## src/pkg/tmc_params.svh

```systemverilog
`ifndef TMC_PARAMS_SVH
`define TMC_PARAMS_SVH
// =============================================
// RF command codes
`define TMC_JIS_READ   8'h06
`define TMC_B_READ     8'hb0
`define TMC_JIS_WRITE  8'h08
`define TMC_B_WRITE    8'hd6
// =============================================
// Host command codes
`define TMC_INQUIRY    8'h28
`define TMC_RES_OK     8'hf8
`define TMC_RES_ERR    8'he8
// =============================================
// Read command layout and field ranges
`define TMC_ID_LEN     8'h08
`define TMC_K_IDX      8'h09
`define TMC_SID_IDX    8'h0a
`define TMC_B_INS_IDX  8'h01
`define TMC_CNT_MIN    8'h01
`define TMC_CNT_MAX    8'h0f
`endif

```

## src/pkg/tmc_pkg.sv

```systemverilog
package tmc_pkg;
    // Supervisor states, Gray along the usual path
    typedef enum logic [2:0] {
        TMC_IDLE  = 3'h0,
        TMC_PARSE = 3'h1,
        TMC_WINQ  = 3'h3,
        TMC_WRES  = 3'h2
    } tmc_state_t;

    // Byte arriving from the RF framer
    typedef struct packed {
        logic       valid;
        logic       sof;
        logic       eof;
        logic [7:0] data;
    } tmc_rf_byte_t;

    // Events handed back to the surrounding logic
    typedef struct packed {
        logic tunnel_req;
        logic rf_err;
        logic res_ok;
        logic res_err;
        logic timeout;
    } tmc_evt_t;
endpackage

```

## src/core/tmc_core.sv

```systemverilog
// Overview of operation
// In tunnel mode, abandon the exchange when inquiry or result wait times out.
// Host command timing starts at the ack of its own slave address.
// Inquiry timer starts when interrupt falls; timeout at inquiry wait limit.
// Another host command pauses the wait timer until its reply is sent.
// Result timer starts right after the first reply to a valid inquiry.
// Result wait expiry answers the pending RF command with an error.
// RF read code is 0x06 (JIS) or instruction 0xB0 (Type B).
// RF write code is 0x08 (JIS) or instruction 0xD6 (Type B).
// Host byte 0x28 is the inquiry command.
// Host byte 0xF8 is a normal-end result.
// Host byte 0xE8 is an error result.
// JIS read carries the 8-byte card identifier after the code.
// Service-file count must be 1 to 15, else error response.
// Service-file identifiers ignored, but listed ones must all match.
// Block count must be 1 to 15, else error response.
// Inquiry wait limit comes from a non-volatile system parameter.
// Host commands are accepted from the interrupt falling edge onward.
// Interrupt released when own address is seen in a host read request.
// Timers tick on the timebase, clear per exchange, stop on arrival.
`include "tmc_params.svh"

module tmc_core #(
    parameter int TW = 16                    // Wait counter width
) (
    input  wire logic                  mclk_i,       // System clock
    input  wire logic                  rst_i,        // Sync reset, high
    input  wire logic                  tunnel_i,     // Tunnel mode active
    input  wire logic                  typeb_i,      // RF uses Type B
    input  wire tmc_pkg::tmc_rf_byte_t rf_i,         // RF command bytes
    input  wire logic                  tick_i,       // Timebase enable
    input  wire logic [TW-1:0]         inq_limit_i,  // Inquiry wait limit
    input  wire logic [TW-1:0]         res_limit_i,  // Result wait limit
    input  wire logic                  addr_ack_i,   // Own address ack starts
    input  wire logic                  addr_rd_i,    // Request is a read
    input  wire logic                  cmd_valid_i,  // Host command byte
    input  wire logic [7:0]            cmd_i,        // Host command code
    input  wire logic                  reply_done_i, // Reply to host sent
    output logic                       host_interrupt_n_o, // Interrupt, low
    output logic                       cmd_ready_o,  // Host cmds accepted
    output logic                       rf_write_o,   // Pending is a write
    output tmc_pkg::tmc_evt_t          evt_o         // One-cycle events
);

    // =============================================
    // State
    tmc_pkg::tmc_state_t state_reg, state_next;
    logic [7:0]          idx_reg, idx_next;
    logic [7:0]          k_reg, k_next;
    logic [15:0]         sid_reg, sid_next;
    logic                bad_reg, bad_next;
    logic                rd_reg, rd_next;
    logic                wr_reg, wr_next;
    logic [TW-1:0]       cnt_reg, cnt_next;
    logic                pause_reg, pause_next;
    logic                inq_reg, inq_next;
    logic                irqn_next;
    logic                rdy_next;
    tmc_pkg::tmc_evt_t   evt_next;

    // Count field check shared by both count fields
    function automatic logic cnt_ok(input logic [7:0] v);
        cnt_ok = (v >= `TMC_CNT_MIN) && (v <= `TMC_CNT_MAX);
    endfunction

    // Timer expiry and arrival decodes
    logic [TW-1:0] limit;
    logic          tmo_hit;
    logic          is_inq;
    logic          is_res;
    logic [7:0]    sid_pos;
    assign limit   = (state_reg == tmc_pkg::TMC_WRES) ? res_limit_i
                                                      : inq_limit_i;
    assign tmo_hit = (cnt_reg >= limit) && !pause_reg && !inq_reg;
    assign is_inq  = cmd_valid_i && (cmd_i == `TMC_INQUIRY);
    assign is_res  = cmd_valid_i && ((cmd_i == `TMC_RES_OK) ||
                                     (cmd_i == `TMC_RES_ERR));
    assign sid_pos = idx_reg - `TMC_SID_IDX;

    // =============================================
    // Next-state logic
    always_comb begin
        state_next = state_reg;
        idx_next   = idx_reg;
        k_next     = k_reg;
        sid_next   = sid_reg;
        bad_next   = bad_reg;
        rd_next    = rd_reg;
        wr_next    = wr_reg;
        cnt_next   = cnt_reg;
        pause_next = pause_reg;
        inq_next   = inq_reg;
        irqn_next  = host_interrupt_n_o;
        rdy_next   = cmd_ready_o;
        evt_next   = '0;

        // Command window from address ack to its reply; a new ack in
        // the cycle the last reply ends keeps the timer paused
        if (reply_done_i) begin
            pause_next = 1'b0;
        end
        if (addr_ack_i) begin
            pause_next = 1'b1;
        end

        case (state_reg)
            tmc_pkg::TMC_IDLE: begin
                if (tunnel_i && rf_i.valid && rf_i.sof) begin
                    state_next = tmc_pkg::TMC_PARSE;
                    idx_next   = 8'h01;
                    bad_next   = 1'b0;
                    rd_next    = !typeb_i &&
                                 (rf_i.data == `TMC_JIS_READ);
                    wr_next    = !typeb_i &&
                                 (rf_i.data == `TMC_JIS_WRITE);
                end
            end
            tmc_pkg::TMC_PARSE: begin
                if (rf_i.valid) begin
                    idx_next = idx_reg + 8'h01;
                    // Type B instruction sits after the class byte
                    if (typeb_i && idx_reg == `TMC_B_INS_IDX) begin
                        rd_next = (rf_i.data == `TMC_B_READ);
                        wr_next = (rf_i.data == `TMC_B_WRITE);
                    end
                    // JIS read: identifier skipped, then fields
                    if (!typeb_i && rd_reg) begin
                        if (idx_reg == `TMC_K_IDX) begin
                            k_next = rf_i.data;
                            if (!cnt_ok(rf_i.data)) begin
                                bad_next = 1'b1;
                            end
                        end else if (idx_reg >= `TMC_SID_IDX &&
                                     sid_pos < {k_reg[6:0], 1'b0}) begin
                            if (sid_pos < 8'h02) begin
                                if (sid_pos[0]) begin
                                    sid_next[7:0] = rf_i.data;
                                end else begin
                                    sid_next[15:8] = rf_i.data;
                                end
                            end else if (rf_i.data != (sid_pos[0] ?
                                         sid_reg[7:0] : sid_reg[15:8])
                                        ) begin
                                bad_next = 1'b1;
                            end
                        end else if (idx_reg >= `TMC_SID_IDX &&
                                     sid_pos == {k_reg[6:0], 1'b0} &&
                                     !cnt_ok(rf_i.data)) begin
                            bad_next = 1'b1;
                        end
                    end
                end
                if (rf_i.valid && rf_i.eof) begin
                    if (!(rd_reg || wr_reg)) begin
                        state_next = tmc_pkg::TMC_IDLE;
                    end else if (bad_next) begin
                        state_next      = tmc_pkg::TMC_IDLE;
                        evt_next.rf_err = 1'b1;
                    end else begin
                        // New exchange: raise interrupt, clear timer
                        state_next          = tmc_pkg::TMC_WINQ;
                        evt_next.tunnel_req = 1'b1;
                        irqn_next           = 1'b0;
                        rdy_next            = 1'b1;
                        cnt_next            = '0;
                        pause_next          = 1'b0;
                        inq_next            = 1'b0;
                    end
                end
            end
            tmc_pkg::TMC_WINQ: begin
                if (is_inq) begin
                    inq_next = 1'b1;
                end
                if (inq_reg && reply_done_i) begin
                    state_next = tmc_pkg::TMC_WRES;
                    cnt_next   = '0;
                    inq_next   = 1'b0;
                end else if (tmo_hit && !is_inq) begin
                    state_next       = tmc_pkg::TMC_IDLE;
                    evt_next.timeout = 1'b1;
                end else if (tick_i && !pause_reg && !inq_reg) begin
                    cnt_next = cnt_reg + 1'b1;
                end
            end
            tmc_pkg::TMC_WRES: begin
                if (is_res) begin
                    state_next       = tmc_pkg::TMC_IDLE;
                    evt_next.res_ok  = (cmd_i == `TMC_RES_OK);
                    evt_next.res_err = (cmd_i == `TMC_RES_ERR);
                end else if (tmo_hit) begin
                    state_next       = tmc_pkg::TMC_IDLE;
                    evt_next.timeout = 1'b1;
                    evt_next.rf_err  = 1'b1;
                end else if (tick_i && !pause_reg) begin
                    cnt_next = cnt_reg + 1'b1;
                end
            end
            default: begin
                state_next = tmc_pkg::TMC_IDLE;
            end
        endcase

        // Leaving tunnel mode drops the exchange
        if (!tunnel_i) begin
            state_next = tmc_pkg::TMC_IDLE;
        end
        if (state_next == tmc_pkg::TMC_IDLE) begin
            rdy_next = 1'b0;
        end
        // Own address in a read request releases the interrupt
        if (addr_ack_i && addr_rd_i) begin
            irqn_next = 1'b1;
        end
    end

    // =============================================
    // Registers
    always_ff @(posedge mclk_i) begin
        if (rst_i) begin
            state_reg          <= tmc_pkg::TMC_IDLE;
            idx_reg            <= 8'h00;
            k_reg              <= 8'h00;
            sid_reg            <= 16'h0000;
            bad_reg            <= 1'b0;
            rd_reg             <= 1'b0;
            wr_reg             <= 1'b0;
            cnt_reg            <= '0;
            pause_reg          <= 1'b0;
            inq_reg            <= 1'b0;
            host_interrupt_n_o <= 1'b1;
            cmd_ready_o        <= 1'b0;
            rf_write_o         <= 1'b0;
            evt_o              <= '0;
        end else begin
            state_reg          <= state_next;
            idx_reg            <= idx_next;
            k_reg              <= k_next;
            sid_reg            <= sid_next;
            bad_reg            <= bad_next;
            rd_reg             <= rd_next;
            wr_reg             <= wr_next;
            cnt_reg            <= cnt_next;
            pause_reg          <= pause_next;
            inq_reg            <= inq_next;
            host_interrupt_n_o <= irqn_next;
            cmd_ready_o        <= rdy_next;
            rf_write_o         <= wr_next;
            evt_o              <= evt_next;
        end
    end
endmodule

```

## config.mk

```make
export PLATFORM = sky130hd
export DESIGN_NAME = tmc_core
export DESIGN_NICKNAME = d
export VERILOG_FILES = /design/src/pkg/tmc_pkg.sv /design/src/core/tmc_core.sv
export VERILOG_INCLUDE_DIRS = /design/src /design/src/pkg
export SDC_FILE = /design/constraint.sdc
export NUM_CORES = 1
export LEC_CHECK = 0
export BUFFER_PORTS_ARGS = -buffer_cell sky130_fd_sc_hd__buf_4
export CAP_MARGIN = 10
export CORE_MARGIN = 1.5
export CORE_UTILIZATION = 55
export DETAILED_ROUTE_END_ITERATION = 10
export PLACE_DENSITY = 0.74
export SYNTH_ARGS = -nofsm -noshare
export SYNTH_HDL_FRONTEND = slang
export SYNTH_SLANG_ARGS = --single-unit
```

## constraint.sdc

```tcl
create_clock -name mclk_i -period 9.4 [get_ports mclk_i]
set_input_delay 0.47 -clock mclk_i [delete_from_list [all_inputs] [get_ports mclk_i]]
set_output_delay 0.47 -clock mclk_i [all_outputs]
set_load 0.01 [all_outputs]
```

Word-level counts from Yosys, hierarchy flattened:

Cells that the tools add are included.

* register bits: 62
* input port bits: 60
* output and inout bits: 8
* logic and storage cells: 172

* $add $sub $neg: 3
* order comparisons: 6
* equal/unequal tests: 26
* muxes and demuxes: 66
* bitwise logic cells: 8
* reduce and logical (&&, ||, !) cells: 45

Operator list (number)
* 16-bit 2-to-1 mux: 10
* 16-bit case mux with 3 select lines: 1
* 1-bit 2-to-1 mux: 35
* 8-bit equality test (second input constant): 4
* 8-bit 2-to-1 mux: 3
* 3-bit 2-to-1 mux: 7
* 1-bit logical AND: 20
* 16-bit by 1-bit adder with 16-bit output (second input constant): 1
* 8-bit by 4-bit equality test with 1-bit output (second input constant): 2
* 16-bit greater-or-equal comparator: 1
* 2-bit != test (second input constant): 8
* 8-bit case mux with 2 select lines: 1
* 7-bit AND reduction: 2
* 1-bit case mux with 2 select lines: 6
* 3-bit case mux with 4 select lines: 1
* 4-bit AND reduction: 3
* 3-bit != test (second input constant): 3
* 9-bit AND reduction: 1
* 8-bit by 1-bit adder with 8-bit output (second input constant): 1
* 8-bit by 1-bit equality test with 1-bit output (second input constant): 1
* 8-bit by 3-bit equality test with 1-bit output (second input constant): 1
* 8-bit by 6-bit equality test with 1-bit output (second input constant): 1
* 8-bit equality test: 1
* 8-bit by 1-bit greater-or-equal comparator with 1-bit output (second input constant): 1
* 22 further kinds: 39

Logic depth before layout (Yosys ltp):

Gate-level depths: netlist (run 1).

* depth after elaboration: 17
* depth in mapped cells: 14
* depth with buffers taken out: 13

Worst setup path before layout (run 1):

No wires, ideal clock.

* path kind: register to register
* start point: register state_reg[2]
* end point: register cnt_reg[10]
* setup time: 0.119 ns
* arrival: 3.194 ns
* data required time: 9.281 ns
* path slack: 6.087 ns
* cell stages (with the launch flop): 14
* buffers on the path: 2
* period minus slack after synthesis: 3.313 ns
* cell sequence: dfxtp_1 > nand2b_1 > nor2_1 > buf_1 > mux2i_1 > ha_1 > nand2_1 > o211ai_1 > a211oi_1 > a2111oi_2 > a311oi_2 > buf_2 > a21oi_1 > o21ai_2

* word-level cells in the longest chain between the ends: 8
* elaborated cells on any way between the ends: 19
* those cells by class: order compare: 1; eq/ne: 11; mux: 2; reduce/logical: 5

RTL lines
* start: declaration: line tmc_core.sv:47 `tmc_pkg::tmc_state_t state_reg, state_next;`
* start signal: assignment: line tmc_core.sv:221 `state_reg <= tmc_pkg::TMC_IDLE;`
* start signal: assignment: line tmc_core.sv:236 `state_reg <= state_next;`
* 3-bit by 2-bit equality test with 1-bit output: line tmc_core.sv:72, tmc_core.sv:106
* 16-bit 2-to-1 mux: line tmc_core.sv:72 `assign limit = (state_reg == tmc_pkg::TMC_WRES) ? res_limit_i`
* 16-bit greater-or-equal comparator: line tmc_core.sv:74 `assign tmo_hit = (cnt_reg >= limit) && !pause_reg && !inq_reg;`
* 1-bit logical AND (2 in series): line tmc_core.sv:74
* 1-bit logical AND: line tmc_core.sv:179 `end else if (tmo_hit && !is_inq) begin`
* 3-bit != test (no line)
* 9-bit AND reduction (no line)
* end signal: assignment: line tmc_core.sv:243 `cnt_reg <= cnt_next;`
* end: declaration: line tmc_core.sv:54 `logic [TW-1:0] cnt_reg, cnt_next;`

Parallel ways exist; a longest one is shown, timed or not.
A chain may end at the register's enable or synchronous reset.

Worst setup path after layout (run 1):

* start point: register state_reg[1]
* end point: register cnt_reg[8]

The elaborated chain is that of the path after synthesis.

==> summary.txt, run 1 <==
Status
  • Status: finished, final reports clean

Synthesis
  • Top-count cell post-synth: dfxtp_1
  • Synth area leader: dfxtp_1
  • Post-Syn Area: 4081 µm²
  • Primary FF master, synth: dfxtp_1
  • Syn. warnings: 0
  • Synth unique cells: 62
  • Mapped Avg Cell Area: 8.521 µm²
  • Synth top cells by count: dfxtp_1, nor2_1, mux2i_1
  • Cells after synthesis: 479
  • Synthesis-stage register bit count: 62
  • Number of flops mapped to enable cells by yosys: 0
  • Register area share after synthesis: 30.41%
  • Top-area cell type share of the netlist area: 30.41%
  • Syn nets: 568
  • Asr flop ratio synth: 0%
  • Synth area leaders: dfxtp_1, mux2i_1, ha_1, nor2_1, a21oi_1

Pwr
  • Overall power: 0.5185 mW
  • Power Density: 108.0 nW/µm²
  • Pleak: 1.955 nW
  • IR drop worst, VDD: 99.10 µV

STA
  • Clock skew: 0.007643 ns
  • Final hold vios: 0
  • Final Cycle Share: 39.26%
  • Setup TNS: 0 ns
  • Slew @ Worst Pin: 1.182 ns
  • RSZ-0062 raised after global routing: no
  • Final Setup Violations: 0
  • Max Slew Vio Count: 0
  • Rel. slew slack: 20.59%
  • Fmax: 0.2710 GHz
  • Minimum clock period: 3.691 ns

Clocking
  • Setup bufs post-CTS: 0
  • CTS resizes: 0
  • CTS Buffer Depth: 2
  • CTS Sinks: 62
  • Hold buffers post-CTS: 0
  • Clock latency on the worst-skew pair: 0.33 ns
  • Htree depth: 3
  • Root Buffer: clkbuf_8
  • Cts bufs inserted: 9
  • TritonCTS clock tree: built
  • Clock transition at path regs: 0.07 ns

Floorplanning
  • Core area: 7214 µm²
  • Rows: 31
  • Die Y: 89.15 µm
  • Io pins: 68
  • Initial core utilization: 56.57%
  • Die footprint: 7947 µm²
  • Die W: 89.15 µm

Worst setup path
  • Crit path buffers/inverters: 0
  • Max FO, Critical Path: 15
  • Worst R2R Path Depth: 11
  • Critical path's top delay family: compound AO/OA/AOI/OAI gates
  • Crit end category: flip-flop
  • Crit start category: flip-flop
  • CP max stage delay: 0.64 ns
  • Arr. time, crit path: 3.88 ns
  • Crit path depth: 11
  • Reg2reg setup slack: 5.71 ns
  • Crit path required time: 9.59 ns
  • Cells along the critical path: nor2b_1, nand2b_1, mux2_2, ha_1, nor2_1, a21oi_1, o2111ai_1, a2111oi_2, a311oi_2, a31oi_1, o31ai_1
  • Worst path slowest cell: a2111oi_2
  • Setup CP Type: reg2reg

Placement
  • Detailed Place HPWL: 7056 µm
  • Placer Congestion: 0.9142
  • Buffers on Ports: 67

Global routing
  • Vias in the first global route: 3380
  • First-pass GRT wire length: 15260 µm
  • Grt total ovfl: 0
  • Initial antenna violation count: 0
  • Pin count of the biggest net entering global routing: 57
  • GRT Util Overall: 24.68%

Final layout
  • NumNets Final: 630
  • N_diodes: 0
  • Layout filler cell count: 628
  • Area growth from synthesis to layout: 17.60%
  • Layout cells sized above 1: 19.63%

Detailed routing
  • Wire per inst: 14.75 µm
  • Via Count: 3713
  • DRC viols: 0
  • DRT iter0 DRCs: 186
  • Drt total wl: 9496 µm
  • Detail Route Antenna Nets: 0
  • Pre-antenna DRT Iters: 4
  • Avg Vias per Cell: 5.766

Min path
  • HP Class: in2reg
  • Worst Hold Depth: 2

Job
  • Max cap viols: 0
-- worst paths after layout --
check,start,endpoint
worst min-delay path,cmd_i[4],evt_o[1]$_SDFF_PP0_
worst max register to register,state_reg[1]$_SDFF_PP0_,cnt_reg[8]$_SDFFE_PP0P_
worst min register to register,cmd_ready_o$_SDFFE_PP0P_,cmd_ready_o$_SDFFE_PP0P_
worst max-delay path,state_reg[1]$_SDFF_PP0_,cnt_reg[8]$_SDFFE_PP0P_
-- stage by stage --
step	utilization [%]	setup slack, ns	hold slack (ns)	cell area, µm²	instances
5_1_grt	66.53	5.408	0.2969	4800	644
2_1_floorplan	-	6.087	0.4596	4081	479
4_1_cts	66.53	5.691	0.2957	4800	644
3_3_place_gp	64.10	5.817	0.4564	4624	629
3_5_place_dp	64.10	5.714	0.4657	4624	629
6_report	66.53	5.709	0.3120	4800	644
-- layout make-up --
cell class                      instances  area, µm²  share of cell area (%)
Clock buffer                           12      155.1                   3.233
Inverter                               16      60.06                   1.251
Clock inverter                          3      20.02                  0.4171
Tap cell                               99      123.9                   2.581
Sequential cell                        62       1241                   25.86
Timing Repair Buffer                   69      518.0                   10.79
Multi-Input combinational cell        383       2681                   55.87
-- power breakdown --
| group | total (mW) | internal [mW] | switching, mW |
|---|---|---|---|
| combinational | 0.0441 | 0.0247 | 0.0194 |
| clock | 0.209 | 0.108 | 0.100 |
| sequential | 0.266 | 0.264 | 0.00218 |
-- cell usage in the layout, fill, tap and decap left out, types with 6 or more instances in the layout --
cell	count
a21oi_1	27
and3_1	12
buf_4	69
clkbuf_8	11
dfxtp_1	62
ha_1	29
inv_1	15
mux2i_1	48
nand2_1	35
nand2b_1	20
nand3_1	9
nand4_1	7
nor2_1	58
nor3_1	15
o21ai_0	10
o21ai_2	10
or3_1	6
xnor2_1	13
-- metal layers --
metal	global-route usage, %	wire (µm)
met3	4.986	441
met1	29.29	4162
met2	43.61	4711
met4	9.790	180
met5	0	0
-- cell families after synthesis --
family | share of synthesized area, %
muxes | 12.05
DFF | 30.41
xor gates and xnor gates | 3.863
and+or+nand+nor | 25.75
AOI/OAI and AO/OA | 15.05
other | 0.09188
buffers and inverters | 3.893
adders and majority gates | 8.890
Note: power is estimated with default switching activity, not from simulation.
==> run 2, diff against run 1 <==
CORE_UTILIZATION = 52   (was 55)
clock period = 3.3 ns   (was 9.4 ns; I/O delays follow)
==> summary.txt, run 2 (same netlist as run 1, synthesis figures left out) <==
Worst setup path
  • Crit end category: flip-flop
  • RR Startpoint: state_reg[1]$_SDFF_PP0_
  • Max FO, Critical Path: 16
  • Critical R2R Capture: cnt_reg[1]$_SDFFE_PP0P_
  • Crit path required time: 3.58 ns
  • Crit path buffers/inverters: 3
  • Arr. time, crit path: 3.39 ns
  • Worst path slowest cell: dfxtp_1
  • Setup CP Type: reg2reg
  • Crit. Startpoint: state_reg[1]$_SDFF_PP0_
  • Cells along the critical path: nor2b_1, nand2b_2, buf_4, mux2i_1, ha_1, a211oi_1, nor2_1, nor3_2, a2111oi_4, buf_4, a31o_2, a21oi_4, buf_12, mux2i_1
  • CP max stage delay: 0.35 ns
  • CP endpoint: cnt_reg[1]$_SDFFE_PP0P_
  • Critical path's top delay family: simple AND/OR/NAND/NOR gates
  • Crit path depth: 14
  • Worst R2R Path Depth: 14
  • Reg2reg setup slack: 0.19 ns
  • Crit start category: flip-flop

Final layout
  • Layout cells sized above 1: 24.87%
  • Layout filler cell count: 635
  • NumNets Final: 655
  • Commonest cells after routing, fill and taps aside: buf_4, dfxtp_1, nor2_1
  • Fin area: 5121 µm²
  • Reg area: 1241 µm²
  • Finished Layout Cells: 673
  • Area growth from synthesis to layout: 25.48%
  • Most common cell after layout, fill and taps aside: buf_4
  • Area of the multi-input gates: 2760 µm²
  • N_diodes: 0

Detailed routing
  • Pre-antenna DRT Iters: 4
  • DRT iter0 DRCs: 189
  • Wire per inst: 14.94 µm
  • Detail Route Antenna Nets: 0
  • DRC viols: 0
  • Drt total wl: 10050 µm
  • Avg Vias per Cell: 5.762
  • Via Count: 3878

Placement
  • Detailed Place HPWL: 7389 µm
  • Buffers on Ports: 67
  • Placer Congestion: 0.8801
  • Placed Area: 4811 µm²
  • Number of instances in the placed design: 653

Global routing
  • Initial antenna violation count: 0
  • Grt total ovfl: 0
  • First-pass GRT wire length: 17170 µm
  • GRT Util Overall: 24.96%
  • Vias in the first global route: 3848
  • Pin count of the biggest net entering global routing: 57

Clocking
  • Cts bufs inserted: 9
  • CTS Sinks: 62
  • Root Buffer: clkbuf_8
  • CTS Buffer Depth: 2
  • Htree depth: 3
  • Clock latency on the worst-skew pair: 0.34 ns
  • Clock transition at path regs: 0.07 ns
  • TritonCTS clock tree: built

Pwr
  • Clk pwr share: 42.9%
  • Power Density: 302.9 nW/µm²
  • Register share of total power: 48.6%
  • Pleak: 2.106 nW
  • IR drop worst, VDD: 312.0 µV
  • Net switching power: 0.3798 mW
  • Combinational share of power: 8.4%
  • Internal cell power: 1.171 mW
  • Sw frac: 24.48%

STA
  • Max Slew Vio Count: 0
  • Final hold vios: 0
  • Final Cycle Share: 94.20%
  • Final Setup Violations: 0
  • Clock skew: 0.007446 ns
  • Minimum clock period: 3.109 ns
  • Setup TNS: 0 ns
  • RSZ-0062 raised after global routing: no
  • Fmax: 0.3217 GHz
  • Rel. slew slack: 63.51%
  • Slew @ Worst Pin: 0.5474 ns

Floorplanning
  • Io pins: 68
  • Die W: 91.60 µm
  • Rows: 32
  • Die footprint: 8390 µm²
  • Core area: 7647 µm²
  • Initial core utilization: 53.37%
  • Die Y: 91.60 µm

Job
  • Max cap viols: 0

Min path
  • HP Class: in2reg
  • Worst Hold Depth: 2

Status
  • Status: finished, final reports clean
[run 2: changes by cell type in the layout (fill, tap and decap cells not counted), moves of 2 or more]
cell,before,now
a221oi_2,0,2
a221oi_1,3,1
clkinv_4,0,2
buf_4,69,91
clkbuf_8,11,9
buf_12,0,2
[run 2: how the worst min path moves through the flow]
stage / start / to / slack [ns]
floorplan: cmd_i[4] / evt_o[1]$_SDFF_PP0_ / 0.24
global placement: cmd_i[4] / evt_o[1]$_SDFF_PP0_ / 0.34
detailed placement: cmd_i[4] / evt_o[1]$_SDFF_PP0_ / 0.35
CTS: addr_rd_i / host_interrupt_n_o$_SDFFE_PP1P_ / 0.04
global route: addr_rd_i / host_interrupt_n_o$_SDFFE_PP1P_ / 0.06
finish: addr_rd_i / host_interrupt_n_o$_SDFFE_PP1P_ / 0.04
[run 2: power by group through the flow]
stage	logic, mW	clock network [mW]	registers (mW)
6_report	0.131	0.666	0.754
5_1_grt	0.143	0.706	0.754
3_3_place_gp	0.126	0	0.771
4_1_cts	0.131	0.676	0.754
2_1_floorplan	0.0525	0	0.770
3_5_place_dp	0.129	0	0.771
[run 2: cell type report]
cell class	count	area share, %
Tap cell	102	2.492
Sequential cell	62	24.24
Multi-Input combinational cell	383	53.90
Timing Repair Buffer	94	14.32
Clock buffer	9	2.419
Clock inverter	7	1.466
Inverter	16	1.173
[run 2: worst register-to-register path: stages, from the launching register on]
cell       delay, ns
dfxtp_1         0.35
nor2b_1         0.24
nand2b_2        0.19
buf_4           0.19
mux2i_1         0.16
ha_1            0.26
a211oi_1        0.24
nor2_1          0.12
nor3_2          0.25
a2111oi_4       0.12
buf_4           0.18
a31o_2          0.25
a21oi_4         0.13
buf_12          0.18
mux2i_1         0.18
[run 2: through the flow]
stage                     total power [mW]  hold WS [ns]  setup slack [ns]  utilization [%]
after CTS                            1.560       0.03773           0.01427            65.79
after global placement              0.8971        0.3445           0.03321            62.91
after global routing                 1.603       0.05591          0.007114            66.97
final                                1.551       0.04420            0.1913            66.97
after detailed placement            0.9000        0.3478           -0.1615            62.91
after floorplan                     0.8228        0.2435            0.1967                -
[run 2: what timing repair did]
item | CTS | global route
setup buffers | 0 | 3
setup endpoints to repair | 15 | 21
hold endpoints to repair | 1 | 0
pin swaps | 0 | 4
gates resized for setup | 1 | 13
cloned | 0 | 0
hold buffers | 1 | 0
[run 2: routing by layer]
metal | track usage, % | routed length (µm)
met1 | 32.03 | 4672
met2 | 41.79 | 4794
met3 | 3.685 | 477
met4 | 10.03 | 108
met5 | 0 | 0
